==> src/fcs_map.vh <==
// Operation
// - Ready flag is 0 during automatic program or erase, 1 when it finishes.
// - Ready and both error flags are mirrored into flash mode register A.
// - Status byte: D7 ready, D5 erase error, D4 program error, rest reserved.
// - In erase-write mode zero, reads after read-status return the status byte.
// - In mode zero, reads after program or erase return status until read-array.
// - Clear-status command resets both error flags and their mirror bits.
// - Program and block erase are refused while either error flag is set.
// - Any error sets the applicable error flags to 1.
// - An incorrectly written command sets both error flags.
// - Erase second write other than confirm or read-array sets both flags.
// - Program or erase to the first block while rewriting is disabled sets both flags.
// - Program or erase to an unmapped address sets both flags.
// - Program or erase to a locked block sets both flags.
// - Failed automatic erase sets erase error only.
// - Failed automatic program sets program error only.
// - Read-array code as erase second write drops the pending erase.
`ifndef FCS_MAP_VH
`define FCS_MAP_VH

`define FCS_CMD_READ_ARRAY   8'hFF
`define FCS_CMD_READ_STATUS  8'h70
`define FCS_CMD_CLEAR_STATUS 8'h50
`define FCS_CMD_PROGRAM      8'h40
`define FCS_CMD_ERASE        8'h20
`define FCS_CMD_CONFIRM      8'hD0

`define FCS_SR_READY         7
`define FCS_SR_ERASE_ERR     5
`define FCS_SR_PROG_ERR      4

`define FCS_FMRA_READY       0
`define FCS_FMRA_PROG_FAIL   6
`define FCS_FMRA_ERASE_FAIL  7

`define FCS_SR_RESET         8'h80
`define FCS_FMRA_RESET       8'h01

`define FCS_BLK0_BASE        16'hE000
`define FCS_BLK0_LAST        16'hEFFF
`define FCS_BLK1_BASE        16'hF000
`define FCS_BLK1_LAST        16'hFFFF

`define FCS_OP_LIMIT         32'd1000000

`endif

==> src/fcs_op_track.v <==
`timescale 1ns/1ps
`include "fcs_map.vh"
module fcs_op_track #(
	parameter LIMIT = `FCS_OP_LIMIT,
	parameter CW    = 20
) (
	// Clock and reset
	input  wire        mclk_i,
	input  wire        rst_b_i,
	// Launch and array answer
	input  wire        start_i,
	input  wire        array_done_i,
	input  wire        array_fail_i,
	// Outcome
	output reg         busy_o,
	output reg         done_o,
	output reg         fail_o
);
	reg [CW-1:0] cnt;

	always @(posedge mclk_i)
	begin
		if (!rst_b_i)
		begin
			busy_o <= 1'b0;
			done_o <= 1'b0;
			fail_o <= 1'b0;
			cnt    <= {CW{1'b0}};
		end
		else
		begin
			done_o <= 1'b0;
			fail_o <= 1'b0;
			if (start_i && !busy_o)
			begin
				busy_o <= 1'b1;
				cnt    <= {CW{1'b0}};
			end
			else if (busy_o)
			begin
				cnt <= cnt + 1'b1;
				if (array_done_i)
				begin
					busy_o <= 1'b0;
					done_o <= 1'b1;
					fail_o <= array_fail_i;
				end
				// A stuck array would otherwise hold the sequencer busy forever
				else if (cnt == LIMIT[CW-1:0] - 1'b1)
				begin
					busy_o <= 1'b0;
					done_o <= 1'b1;
					fail_o <= 1'b1;
				end
			end
		end
	end
endmodule

==> src/fcs_seq.v <==
`timescale 1ns/1ps
`include "fcs_map.vh"
module fcs_seq #(
	parameter AW       = 16,
	parameter OP_LIMIT = `FCS_OP_LIMIT,
	parameter CW       = 20
) (
	// Clock and reset
	input  wire          mclk_i,
	input  wire          rst_b_i,
	// CPU bus
	input  wire          bus_wr_i,
	input  wire          bus_rd_i,
	input  wire [AW-1:0] bus_addr_i,
	input  wire [7:0]    bus_wdata_i,
	output reg  [7:0]    rd_data_o,
	output reg           rd_valid_o,
	// Control bits
	input  wire          erase_write_mode_zero_i,
	input  wire          global_rewrite_enable_i,
	input  wire          first_block_lock_i,
	input  wire          second_block_lock_i,
	// Flash array
	input  wire [7:0]    array_rdata_i,
	input  wire          array_done_i,
	input  wire          array_fail_i,
	output reg           prog_start_o,
	output reg           erase_start_o,
	output reg  [AW-1:0] op_addr_o,
	output reg  [7:0]    op_data_o,
	// Status views
	output reg  [7:0]    flash_op_status_o,
	output reg  [7:0]    flash_mode_reg_a_o
);
	localparam ST_IDLE  = 2'd0;
	localparam ST_PROG  = 2'd1;
	localparam ST_ERASE = 2'd2;

	reg [1:0]    state;
	reg [AW-1:0] first_addr;
	reg          status_mode;
	reg          op_is_erase;
	reg          seq_ready_flag;
	reg          erase_error_flag;
	reg          program_error_flag;

	wire busy;
	wire op_done;
	wire op_fail;

	// Returns {mapped, block index}
	function [1:0] blk_of;
		input [AW-1:0] a;
		begin
			if (a >= `FCS_BLK0_BASE && a <= `FCS_BLK0_LAST)
				blk_of = 2'b10;
			else if (a >= `FCS_BLK1_BASE && a <= `FCS_BLK1_LAST)
				blk_of = 2'b11;
			else
				blk_of = 2'b00;
		end
	endfunction

	// True when a program or erase at this address must be rejected
	function target_bad;
		input [AW-1:0] a;
		input          gre;
		input          lk0;
		input          lk1;
		reg   [1:0]    b;
		begin
			b = blk_of(a);
			target_bad = !b[1]
				|| (!b[0] && (!gre || lk0))
				|| (b[0] && lk1);
		end
	endfunction

	function [7:0] status_byte;
		input rdy;
		input ee;
		input pe;
		begin
			status_byte = 8'h00;
			status_byte[`FCS_SR_READY]    = rdy;
			status_byte[`FCS_SR_ERASE_ERR] = ee;
			status_byte[`FCS_SR_PROG_ERR]  = pe;
		end
	endfunction

	wire cmd_wr  = bus_wr_i && !busy;
	wire err_any = erase_error_flag || program_error_flag;

	reg next_launch_prog;
	reg next_launch_erase;
	reg next_seq_err;
	reg next_clear;
	reg next_status_mode;
	reg [1:0] next_state;
	reg next_ee;
	reg next_pe;
	reg next_ready;

	always @*
	begin
		next_launch_prog  = 1'b0;
		next_launch_erase = 1'b0;
		next_seq_err      = 1'b0;
		next_clear        = 1'b0;
		next_status_mode  = status_mode;
		next_state        = state;
		if (cmd_wr)
		begin
			case (state)
				ST_IDLE:
				begin
					case (bus_wdata_i)
						`FCS_CMD_READ_ARRAY:   next_status_mode = 1'b0;
						`FCS_CMD_READ_STATUS:  next_status_mode = 1'b1;
						`FCS_CMD_CLEAR_STATUS: next_clear = 1'b1;
						`FCS_CMD_PROGRAM:      next_state = ST_PROG;
						`FCS_CMD_ERASE:        next_state = ST_ERASE;
						default:               next_seq_err = 1'b1;
					endcase
				end
				ST_PROG:
				begin
					next_state = ST_IDLE;
					if (err_any)
						next_seq_err = 1'b0;
					else if (bus_addr_i != first_addr)
						next_seq_err = 1'b1;
					else if (target_bad(bus_addr_i, global_rewrite_enable_i,
						first_block_lock_i, second_block_lock_i))
						next_seq_err = 1'b1;
					else
					begin
						next_launch_prog = 1'b1;
						next_status_mode = erase_write_mode_zero_i | status_mode;
					end
				end
				ST_ERASE:
				begin
					next_state = ST_IDLE;
					if (bus_wdata_i == `FCS_CMD_READ_ARRAY)
						next_status_mode = 1'b0;
					else if (bus_wdata_i != `FCS_CMD_CONFIRM)
						next_seq_err = 1'b1;
					else if (err_any)
						next_seq_err = 1'b0;
					else if (target_bad(bus_addr_i, global_rewrite_enable_i,
						first_block_lock_i, second_block_lock_i))
						next_seq_err = 1'b1;
					else
					begin
						next_launch_erase = 1'b1;
						next_status_mode  = erase_write_mode_zero_i | status_mode;
					end
				end
				default: next_state = ST_IDLE;
			endcase
		end
		// Error sets win over a same-cycle clear; flags otherwise hold
		next_ee = (erase_error_flag && !next_clear) || next_seq_err
			|| (op_fail && op_is_erase);
		next_pe = (program_error_flag && !next_clear) || next_seq_err
			|| (op_fail && !op_is_erase);
		if (next_launch_prog || next_launch_erase)
			next_ready = 1'b0;
		else if (op_done)
			next_ready = 1'b1;
		else
			next_ready = seq_ready_flag;
	end

	always @(posedge mclk_i)
	begin
		if (!rst_b_i)
		begin
			state              <= ST_IDLE;
			first_addr         <= {AW{1'b0}};
			status_mode        <= 1'b0;
			op_is_erase        <= 1'b0;
			seq_ready_flag     <= 1'b1;
			erase_error_flag   <= 1'b0;
			program_error_flag <= 1'b0;
			prog_start_o       <= 1'b0;
			erase_start_o      <= 1'b0;
			op_addr_o          <= {AW{1'b0}};
			op_data_o          <= 8'h00;
			rd_data_o          <= 8'h00;
			rd_valid_o         <= 1'b0;
			flash_op_status_o  <= `FCS_SR_RESET;
			flash_mode_reg_a_o <= `FCS_FMRA_RESET;
		end
		else
		begin
			state              <= next_state;
			status_mode        <= next_status_mode;
			seq_ready_flag     <= next_ready;
			erase_error_flag   <= next_ee;
			program_error_flag <= next_pe;
			prog_start_o       <= next_launch_prog;
			erase_start_o      <= next_launch_erase;
			if (cmd_wr && state == ST_IDLE)
				first_addr <= bus_addr_i;
			if (next_launch_prog || next_launch_erase)
			begin
				op_is_erase <= next_launch_erase;
				op_addr_o   <= bus_addr_i;
				op_data_o   <= bus_wdata_i;
			end
			flash_op_status_o <= status_byte(next_ready, next_ee, next_pe);
			flash_mode_reg_a_o                       <= 8'h00;
			flash_mode_reg_a_o[`FCS_FMRA_READY]      <= next_ready;
			flash_mode_reg_a_o[`FCS_FMRA_ERASE_FAIL] <= next_ee;
			flash_mode_reg_a_o[`FCS_FMRA_PROG_FAIL]  <= next_pe;
			rd_valid_o <= bus_rd_i;
			if (bus_rd_i)
			begin
				// Status mode only redirects reads in erase-write mode zero
				if (erase_write_mode_zero_i && status_mode)
					rd_data_o <= status_byte(seq_ready_flag, erase_error_flag,
						program_error_flag);
				else
					rd_data_o <= array_rdata_i;
			end
		end
	end

	fcs_op_track #(
		.LIMIT (OP_LIMIT),
		.CW    (CW)
	) u_track (
		.mclk_i       (mclk_i),
		.rst_b_i      (rst_b_i),
		.start_i      (prog_start_o | erase_start_o),
		.array_done_i (array_done_i),
		.array_fail_i (array_fail_i),
		.busy_o       (busy),
		.done_o       (op_done),
		.fail_o       (op_fail)
	);
endmodule

==> config.mk <==
export PLATFORM = sky130hd
export DESIGN_NAME = fcs_seq
export DESIGN_NICKNAME = d
export VERILOG_FILES = /design/src/fcs_op_track.v /design/src/fcs_seq.v
export VERILOG_INCLUDE_DIRS = /design/src
export SDC_FILE = /design/constraint.sdc
export NUM_CORES = 1
export LEC_CHECK = 0
export BUFFER_PORTS_ARGS = -buffer_cell sky130_fd_sc_hd__buf_2
export CAP_MARGIN = 20
export CORE_MARGIN = 2
export CORE_UTILIZATION = 55
export CTS_BUF_LIST = sky130_fd_sc_hd__clkbuf_4
export DETAILED_ROUTE_END_ITERATION = 16
export PLACE_DENSITY = 0.92
export SETUP_SLACK_MARGIN = 0.1
export SLEW_MARGIN = 20
export SYNTH_ARGS = -nofsm -noshare
export SYNTH_HDL_FRONTEND = slang
export SYNTH_HIERARCHICAL = 1
export SYNTH_SLANG_ARGS = --single-unit
==> constraint.sdc <==
create_clock -name mclk_i -period 2.5 [get_ports mclk_i]
set_input_delay 0.125 -clock mclk_i [delete_from_list [all_inputs] [get_ports mclk_i]]
set_output_delay 0.125 -clock mclk_i [all_outputs]
set_load 0.1 [all_outputs]
# Word-level counts from Yosys, hierarchy flattened
# Index checks and enable logic that the tools add are counted.
# Widths: inputs -> output; s select.
# op_classes
eq_ne	18
shifts	0
add_sub_neg	1
mul	0
n_div	0
mux	56
n_bitwise	4
reduce_logical	40
magnitude_cmp	4
# ops
op	count
$mux 1	39
$ge 16x16->1 const B	2
$le 16x16->1 const B	2
$eq 8x7->1 const B	3
$mux 2	12
$add 20x1->20 const B	1
$eq 20x20->1 const B	1
$ne 16x16->1	1
$logic_and 1x1->1	14
$logic_or 1x1->1	11
$ne 3x3->1 const B	3
$reduce_and 9->1	1
$eq 8x6->1 const B	1
$eq 8x8->1 const B	1
$logic_not 1->1	8
$mux 8	1
$ne 8x8->1 const B	1
$ne 2x2->1 const B	3
$pmux 1 s3	2
$reduce_or 5->1	1
$pmux 2 s2	1
$ne 3x1->1 const B	1
$ne 3x2->1 const B	1
$reduce_bool 3->1	1
9 further kinds	11
# totals
romBits	0
register_bits	97
in_bits	42
out_inout_bits	51
latchBits	0
memories	0
ram_bits	0

# Longest topological paths before layout
# Gate-level depths: netlist (run 1).
# logic_depth
ltp_word	21
depth_mapped	8
depth_no_buf	7

# Hierarchy
# The synthesis (run 1) kept the hierarchy.
# by_module_without_submodules
mod	area_each_um2	n_inst	seq_area_each_um2	cells_each
fcs_seq	2747.6	1	1161.1	317
fcs_op_track	1091.0	1	460.4	123

# Worst setup path after synthesis (run 1)
# Ideal clock, no wire load.
# synth_timing
kind	flip-flop to flip-flop
start	register first_addr[14]
end	register op_addr_o[10]
synth_period_minus_slack_ns	2.031
path_slack_ns	0.469
n_path_buf	1
arrival_time_ns	1.903
stages_incl_launch_ff	8
cell_sequence	dfxtp_1 -> xor2_1 -> nor4_1 -> nand3_4 -> o31ai_4 -> buf_6 -> mux2i_1 -> nor2_1
# synth_between
elab_chain_cells	6
# synth_rtl
item	line	rtl
from (decl)	fcs_seq.v:40	reg [AW-1:0] first_addr;
from (signal assigned)	fcs_seq.v:181	first_addr <= {AW{1'b0}};
from (signal assigned)	fcs_seq.v:206	first_addr <= bus_addr_i;
$ne 16x16->1	fcs_seq.v:131	else if (bus_addr_i != first_addr)
$mux 1	fcs_seq.v:131	
$mux 1	fcs_seq.v:129	if (err_any)
$mux 1	fcs_seq.v:114	case (state)
$mux 1	fcs_seq.v:112	if (cmd_wr)
$logic_or 1x1->1	fcs_seq.v:207	if (next_launch_prog || next_launch_erase)
to (signal assigned)	fcs_seq.v:189	op_addr_o <= {AW{1'b0}};
to (signal assigned)	fcs_seq.v:210	op_addr_o <= bus_addr_i;
to (decl)	fcs_seq.v:29	output reg [AW-1:0] op_addr_o,
# No other way between the ends.
# A chain may end at the register's enable or synchronous reset.

# Worst setup path in the final report (run 1)
# layout_timing
start	input port bus_wdata_i[0]
end	register op_addr_o[0]
# layout_between
elab_chain_cells	6
elab_cells_between_ends	7
classes_between	2 x eq/ne; 4 x mux; 1 x reduce/logical
# layout_rtl
item	line	rtl
from (decl)	fcs_seq.v:15	input wire [7:0] bus_wdata_i,
$ne 8x8->1 (no line)	--	
$mux 1	fcs_seq.v:147	else if (bus_wdata_i != `FCS_CMD_CONFIRM)
$mux 1 (*)	fcs_seq.v:145	if (bus_wdata_i == `FCS_CMD_READ_ARRAY)
$mux 1 (*)	fcs_seq.v:114	
$mux 1 (*)	fcs_seq.v:112	
$logic_or 1x1->1 (*)	fcs_seq.v:207	
# Mark *: on every way between the ends. The rest lies on a longest branch, timed or not.

==> results of run 1 <==
[worst min-delay path, stage by stage]
cell,delay [ps]
buf_2,130
nand3_1,80
a311oi_1,80
[kinds of logic after synthesis]
kind of cell | Yosys count
AND/OR/NAND/NOR | 192
flip-flops | 81
AO/OA/AOI/OAI | 70
buffers and inverters | 41
XOR/XNOR | 28
multiplexers | 22
adder cells (fa/ha/maj) | 5
other | 1
[what timing repair did]
action | in CTS | in global routing
hold endpoints to repair | 44 | 0
endpoints found under the setup margin | 0 | 0
hold buffers | 32 | 0
[final cells by class]
class | count | area, sq um | share of cell area
well taps | 80 | 100 | 0.0215
flip-flops and latches | 81 | 1620 | 0.348
multi-input cells | 327 | 1990 | 0.428
clock buffers | 9 | 67.6 | 0.0145
clock inverters | 7 | 71.3 | 0.0153
repair buffers | 118 | 773 | 0.166
inverters | 7 | 26.3 | 0.00565
[placed cells by master, fill, tap and decap left out, drive strengths merged, types with 6 or more instances in the layout]
cell type	count
buf	86
inv	6
dlygate4sd3	32
and3	8
nand2b	9
dfxtp	81
nand3	22
o21ai	13
nor2	51
clkbuf	9
nor3	6
or3	7
nor4	11
a21oi	32
nand4	7
nand2	57
xnor2	6
conb	10
xor2	22
mux2i	22
[per-layer routing]
| layer | track usage | vias up |
|---|---|---|
| met1 | 0.321 | 1639 |
| met3 | 0.0471 | 47 |
| li1 | - | 1706 |
| met4 | 0.145 | 0 |
| met5 | 0 | - |
| met2 | 0.440 | 194 |
[flip-flops by register name (all words and copies together), names as in the netlist]
register,cells
u_track/busy_o,1
op_is_erase,1
rd_data_o,8
flash_op_status_o,2
prog_start_o,1
u_track/fail_o,1
op_data_o,8
first_addr,16
erase_start_o,1
state,2
op_addr_o,16
flash_mode_reg_a_o,1
rd_valid_o,1
status_mode,1
u_track/cnt,20
u_track/done_o,1
[worst paths after layout]
kind	start	end	slack [ps]	depth (start not counted)
min	erase_write_mode_zero_i	rd_data_o[5]	20	3
max	bus_wdata_i[0]	op_addr_o[0]	170	9
min reg2reg	first_addr[8]	first_addr[8]	480	2
max reg2reg	first_addr[14]	op_addr_o[0]	280	7
[power by group through the flow]
stage | combinational (mW) | sequential (mW) | clock, mW
finish | 0.398 | 1.34 | 0.764
detailed placement | 0.350 | 1.36 | 0
CTS | 0.390 | 1.33 | 0.775
global route | 0.420 | 1.34 | 0.833
global placement | 0.343 | 1.36 | 0
floorplan | 0.219 | 1.42 | 0
[metrics by stage]
step,power [mW],utilization,worst slack [ps],cells
after floorplan,1.64,-,469,449
after global placement,1.70,0.621,468,581
after detailed placement,1.71,0.621,385,581
after CTS,2.50,0.689,298,629
after global routing,2.59,0.689,128,629
final,2.50,0.689,175,629
==> results.yml, run 1 <==
run_status:
  status: "finished, final reports clean"
routing:
  routedWlPerCell_um: 15.5
  vias: 3586
  drc_errors: 0
  top_layer_used: "met4"
  postRouteAntennaNets: 0
  wl_met2_um: 4700
  met3_length_um: 644
  firstDrtPassIters: 11
  drt_iter0_drc: 403
  wl_met1_um: 4030
  totalWireLength_um: 9750
  via_per_inst: 5.70
logic_synthesis:
  synth-compound-area-share: 0.118
  yosysSeqAreaShare: 0.422
  synth_top_area_frac: 0.422
  synth_xor_area_frac: 0.0639
  synth-seq-cells: 81
  synth_area_per_cell_sq_um: 8.72
  synth-edff-count: 0
  synth_top_area_cell: "dfxtp_1"
  synthSimpleGateAreaFrac: 0.254
  async_flop_share: 0
  yosysMostFrequentCell: "dfxtp_1"
  synth.mux.area_fraction: 0.0574
  syn-cell-area_sq_um: 3840
  netlist_instances: 440
  synth_area_leaders: "dfxtp_1 (42%), mux2i_1 (5.7%), nand2_1 (5.6%)"
  synth.distinct_cells: 57
  synth_top_family_by_area: "simple AND/OR/NAND/NOR gates"
  synth_flop_cell: "dfxtp_1"
  yosys_warnings: 6
  synth_fa_ha_area_frac: 0.0163
  ys_top_cells_by_count: "dfxtp_1 (81), nand2_1 (57), nor2_1 (51)"
run:
  drv_cap: 0
worst_setup_path:
  crit_fanout: 23
  path_cells: "dlygate4sd3_1, buf_2, or4_1, nor4_2, nand4_1, o31ai_4, buf_12, mux2i_1, nor2_1"
  cpLargestDelayFamily: "simple AND/OR/NAND/NOR gates"
  worst_ep_arrival_time_ps: 2650
  crit_type: "primary input to register"
  slowest_stage: "or4_1"
  crit_required_ps: 2820
  end_kind: "register"
  cp_slowest_stage_delay_ps: 560
  startpoint_type: "primary input"
  path_buf_inv: 3
cells_and_area:
  fin_area_sq_um: 4650
  layout-drive-gt1-share: 0.213
  num-nets-final: 591
  num-fill-cells: 477
  diodes: 0
  syn_to_final_growth_pct: 21.3
clock_tree:
  clk_pin_slew_ps: 130
  numClockSinks: 81
  cts_setup_buffers: 0
  clock_latency_ps: 430
  clockBufferDepth: 2
  cts_max_level: 3
  cts_buffers: 9
  cts_tree: "yes"
  post_cts_resize_count: 0
  cts_root_buf: "clkbuf_4"
floorplanning:
  placementRows: 30
  die_h_um: 87.5
  core_sq_um: 6760
  boundaryPins: 93
  start_util: 0.568
  fp.dieW_um: 87.5
  die-area_sq_um: 7660
timing:
  tightestPinTransition_ps: 770
  hold_viol_final: 0
  max_freq_ghz: 0.430
  finalSetupViolations: 0
  slew_viol_final: 0
  period_share: 0.930
  fin_crit_ps: 2330
  maxSlewHeadroom: 0.486
  rsz0062_at_grt: "no"
  fin_setup_tns_ps: 0
  finalClockSkew_ps: 13.0
  whs_ps: 16.0
global_route:
  overflow: 0
  gr-usage-all-layers: 0.263
  grt_pass1_wl_um: 15800
  antenna_found_initial: 0
  grt_max_degree: 38
  grt_pass1_vias: 3452
pwr:
  power_density_nw_per_um2: 537
  p_leak_nw: 1.94
  combinationalPowerShare: 0.159
  p_seq_frac: 0.535
  ir_drop_mv: 0.398
  swShare: 0.308
  p_int_mw: 1.73
  clkPwrFrac: 0.306
  p_switching_mw: 0.770
min_path:
  hold_path_class: "primary input to register"
placed_design:
  port_buffers: 82
  place_area_sq_um: 4200
  gp_congestion: 0.836
  dpl.hpwl_um: 6210
Power figures use the tool's default switching activity.
==> run 2: changes to the inputs <==
- ABC_AREA: not set -> 1
- CORE_MARGIN: 2 -> not set
- PLACE_DENSITY: 0.92 -> 0.91
==> results.yml, run 2 <==
run_status:
  status: "finished, final reports clean"
cells_and_area:
  largest_reg_flops: 20
  fin_area_sq_um: 4960
  fin_util: 0.673
  num-nets-final: 755
  layout-drive-gt1-share: 0.216
  fin_cells: 811
  num-fill-cells: 603
  final_cell_mix: "nand2_1 (128), inv_1 (88), buf_2 (82)"
  final_common_cell: "nand2_1"
  syn_to_final_growth_pct: 17.0
  diodes: 0
  largest-register: "u_track/cnt"
  reg_top3: "u_track/cnt (20), first_addr (16), op_addr_o (16)"
placed_design:
  dp_cells: 770
  dpl.hpwl_um: 6930
  place_ws_ps: 699
  gp_congestion: 0.958
  port_buffers: 82
  place_area_sq_um: 4600
pwr:
  p_leak_nw: 2.55
  power_density_nw_per_um2: 488
  ir_drop_mv: 0.358
  total_power_mw: 2.42
logic_synthesis:
  yosys_warnings: 6
  yosysMostFrequentCell: "nand2_1"
  ys_top_cells_by_count: "nand2_1 (128), inv_1 (88), dfxtp_1 (81), nor2_1 (81), a21oi_1 (30)"
  synth.distinct_cells: 39
  synth-seq-cells: 81
  synth_area_per_cell_sq_um: 6.96
  async_flop_share: 0
  synth_top_area_cell: "dfxtp_1"
  synth_top_area_frac: 0.383
  synth_area_leaders: "dfxtp_1 (38%), nand2_1 (11%), inv_1 (7.8%)"
  yosysSeqAreaShare: 0.383
  synth-edff-count: 0
  netlist_instances: 609
  syn-cell-area_sq_um: 4240
  synth_flop_cell: "dfxtp_1"
timing:
  finalSetupViolations: 0
  period_share: 0.779
  rsz0062_at_grt: "no"
  fin_setup_tns_ps: 0
  slew_viol_final: 0
  fin_crit_ps: 1950
  maxSlewHeadroom: 0.662
  max_freq_ghz: 0.514
  hold_viol_final: 0
  finalClockSkew_ps: 12.2
  tightestPinTransition_ps: 508
  fin_ws_ps: 553
  whs_ps: 4.89
worst_setup_path:
  slowest_stage: "dfxtp_1"
  path_cells: "nor2_4, inv_1, nor2_2, buf_4, o21ai_0, a21oi_1"
  startpoint_type: "register"
  r2r_slack_ps: 550
  path_buf_inv: 2
  end_kind: "register"
  cp_slowest_stage_delay_ps: 480
  crit_type: "register to register"
  crit_fanout: 22
  crit_required_ps: 2850
  worst_ep_arrival_time_ps: 2290
  cpLargestDelayFamily: "simple AND/OR/NAND/NOR gates"
floorplanning:
  core_sq_um: 7370
  start_util: 0.575
  die_h_um: 89.8
  placementRows: 31
  fp.dieW_um: 89.8
  die-area_sq_um: 8060
  boundaryPins: 93
global_route:
  gr-usage-all-layers: 0.251
  grt_pass1_vias: 3831
  antenna_found_initial: 0
  grt_max_degree: 56
  grt_pass1_wl_um: 16800
  overflow: 0
run:
  drv_cap: 0
routing:
  drt_iter0_drc: 256
  firstDrtPassIters: 5
  routedWlPerCell_um: 12.2
  vias: 4105
  postRouteAntennaNets: 0
  via_per_inst: 5.06
  drc_errors: 0
  totalWireLength_um: 9910
clock_tree:
  cts_buffers: 9
  clockBufferDepth: 2
  clk_pin_slew_ps: 120
  clock_latency_ps: 430
  cts_max_level: 3
  numClockSinks: 81
  cts_setup_buffers: 0
  cts_tree: "yes"
  cts_root_buf: "clkbuf_4"
min_path:
  hold_path_class: "primary input to register"
-- run 2: layer usage --
metal / share of wire / routed length, um / GRT usage
met4: 0.017 / 170 / 0.111
met3: 0.059 / 583 / 0.0423
met1: 0.43 / 4290 / 0.305
met5: 0 / 0 / 0
met2: 0.49 / 4860 / 0.435
-- run 2: power breakdown --
part	switching [mW]	internal [mW]
combinational	0.319	0.114
sequential	0.0224	1.32
clock	0.450	0.192
-- run 2: final timing paths --
kind	from	endpoint	cells past startpoint
worst max-delay path	u_track/busy_o	first_addr[3]	6
worst min-delay path	bus_addr_i[15]	first_addr[15]	3
worst max register to register	u_track/busy_o	first_addr[3]	6
worst min register to register	u_track/cnt[7]	u_track/cnt[7]	2
-- run 2: cell families after synthesis --
group | count (synthesis) | synth area share
fa+ha+maj | 5 | 0.0148
flops | 81 | 0.383
xor+xnor | 3 | 0.00620
buf+inv | 126 | 0.140
other cells | 1 | 0.000885
compound gates | 92 | 0.118
simple gates | 301 | 0.337
-- run 2: area by class of cell --
type                            instances  area [sq um]  area share
Multi-Input combinational cell        411          2060       0.415
Clock buffer                            9          67.6      0.0136
Sequential cell                        81          1620       0.327
Inverter                               93           352      0.0709
Clock inverter                          6          36.3     0.00732
Tap cell                               99           124      0.0250
Timing Repair Buffer                  112           701       0.141
-- run 2: worst register-to-register path, stage by stage, from the launching register on --
cell	delay [ps]
dfxtp_1	480
nor2_4	230
inv_1	120
nor2_2	350
buf_4	320
o21ai_0	150
a21oi_1	210
-- run 2: timing repair --
item / 4_1_cts / 5_1_grt
hold buffers: 26 / 0
resized for setup: 0 / 0
hold endpoints to repair: 35 / 0
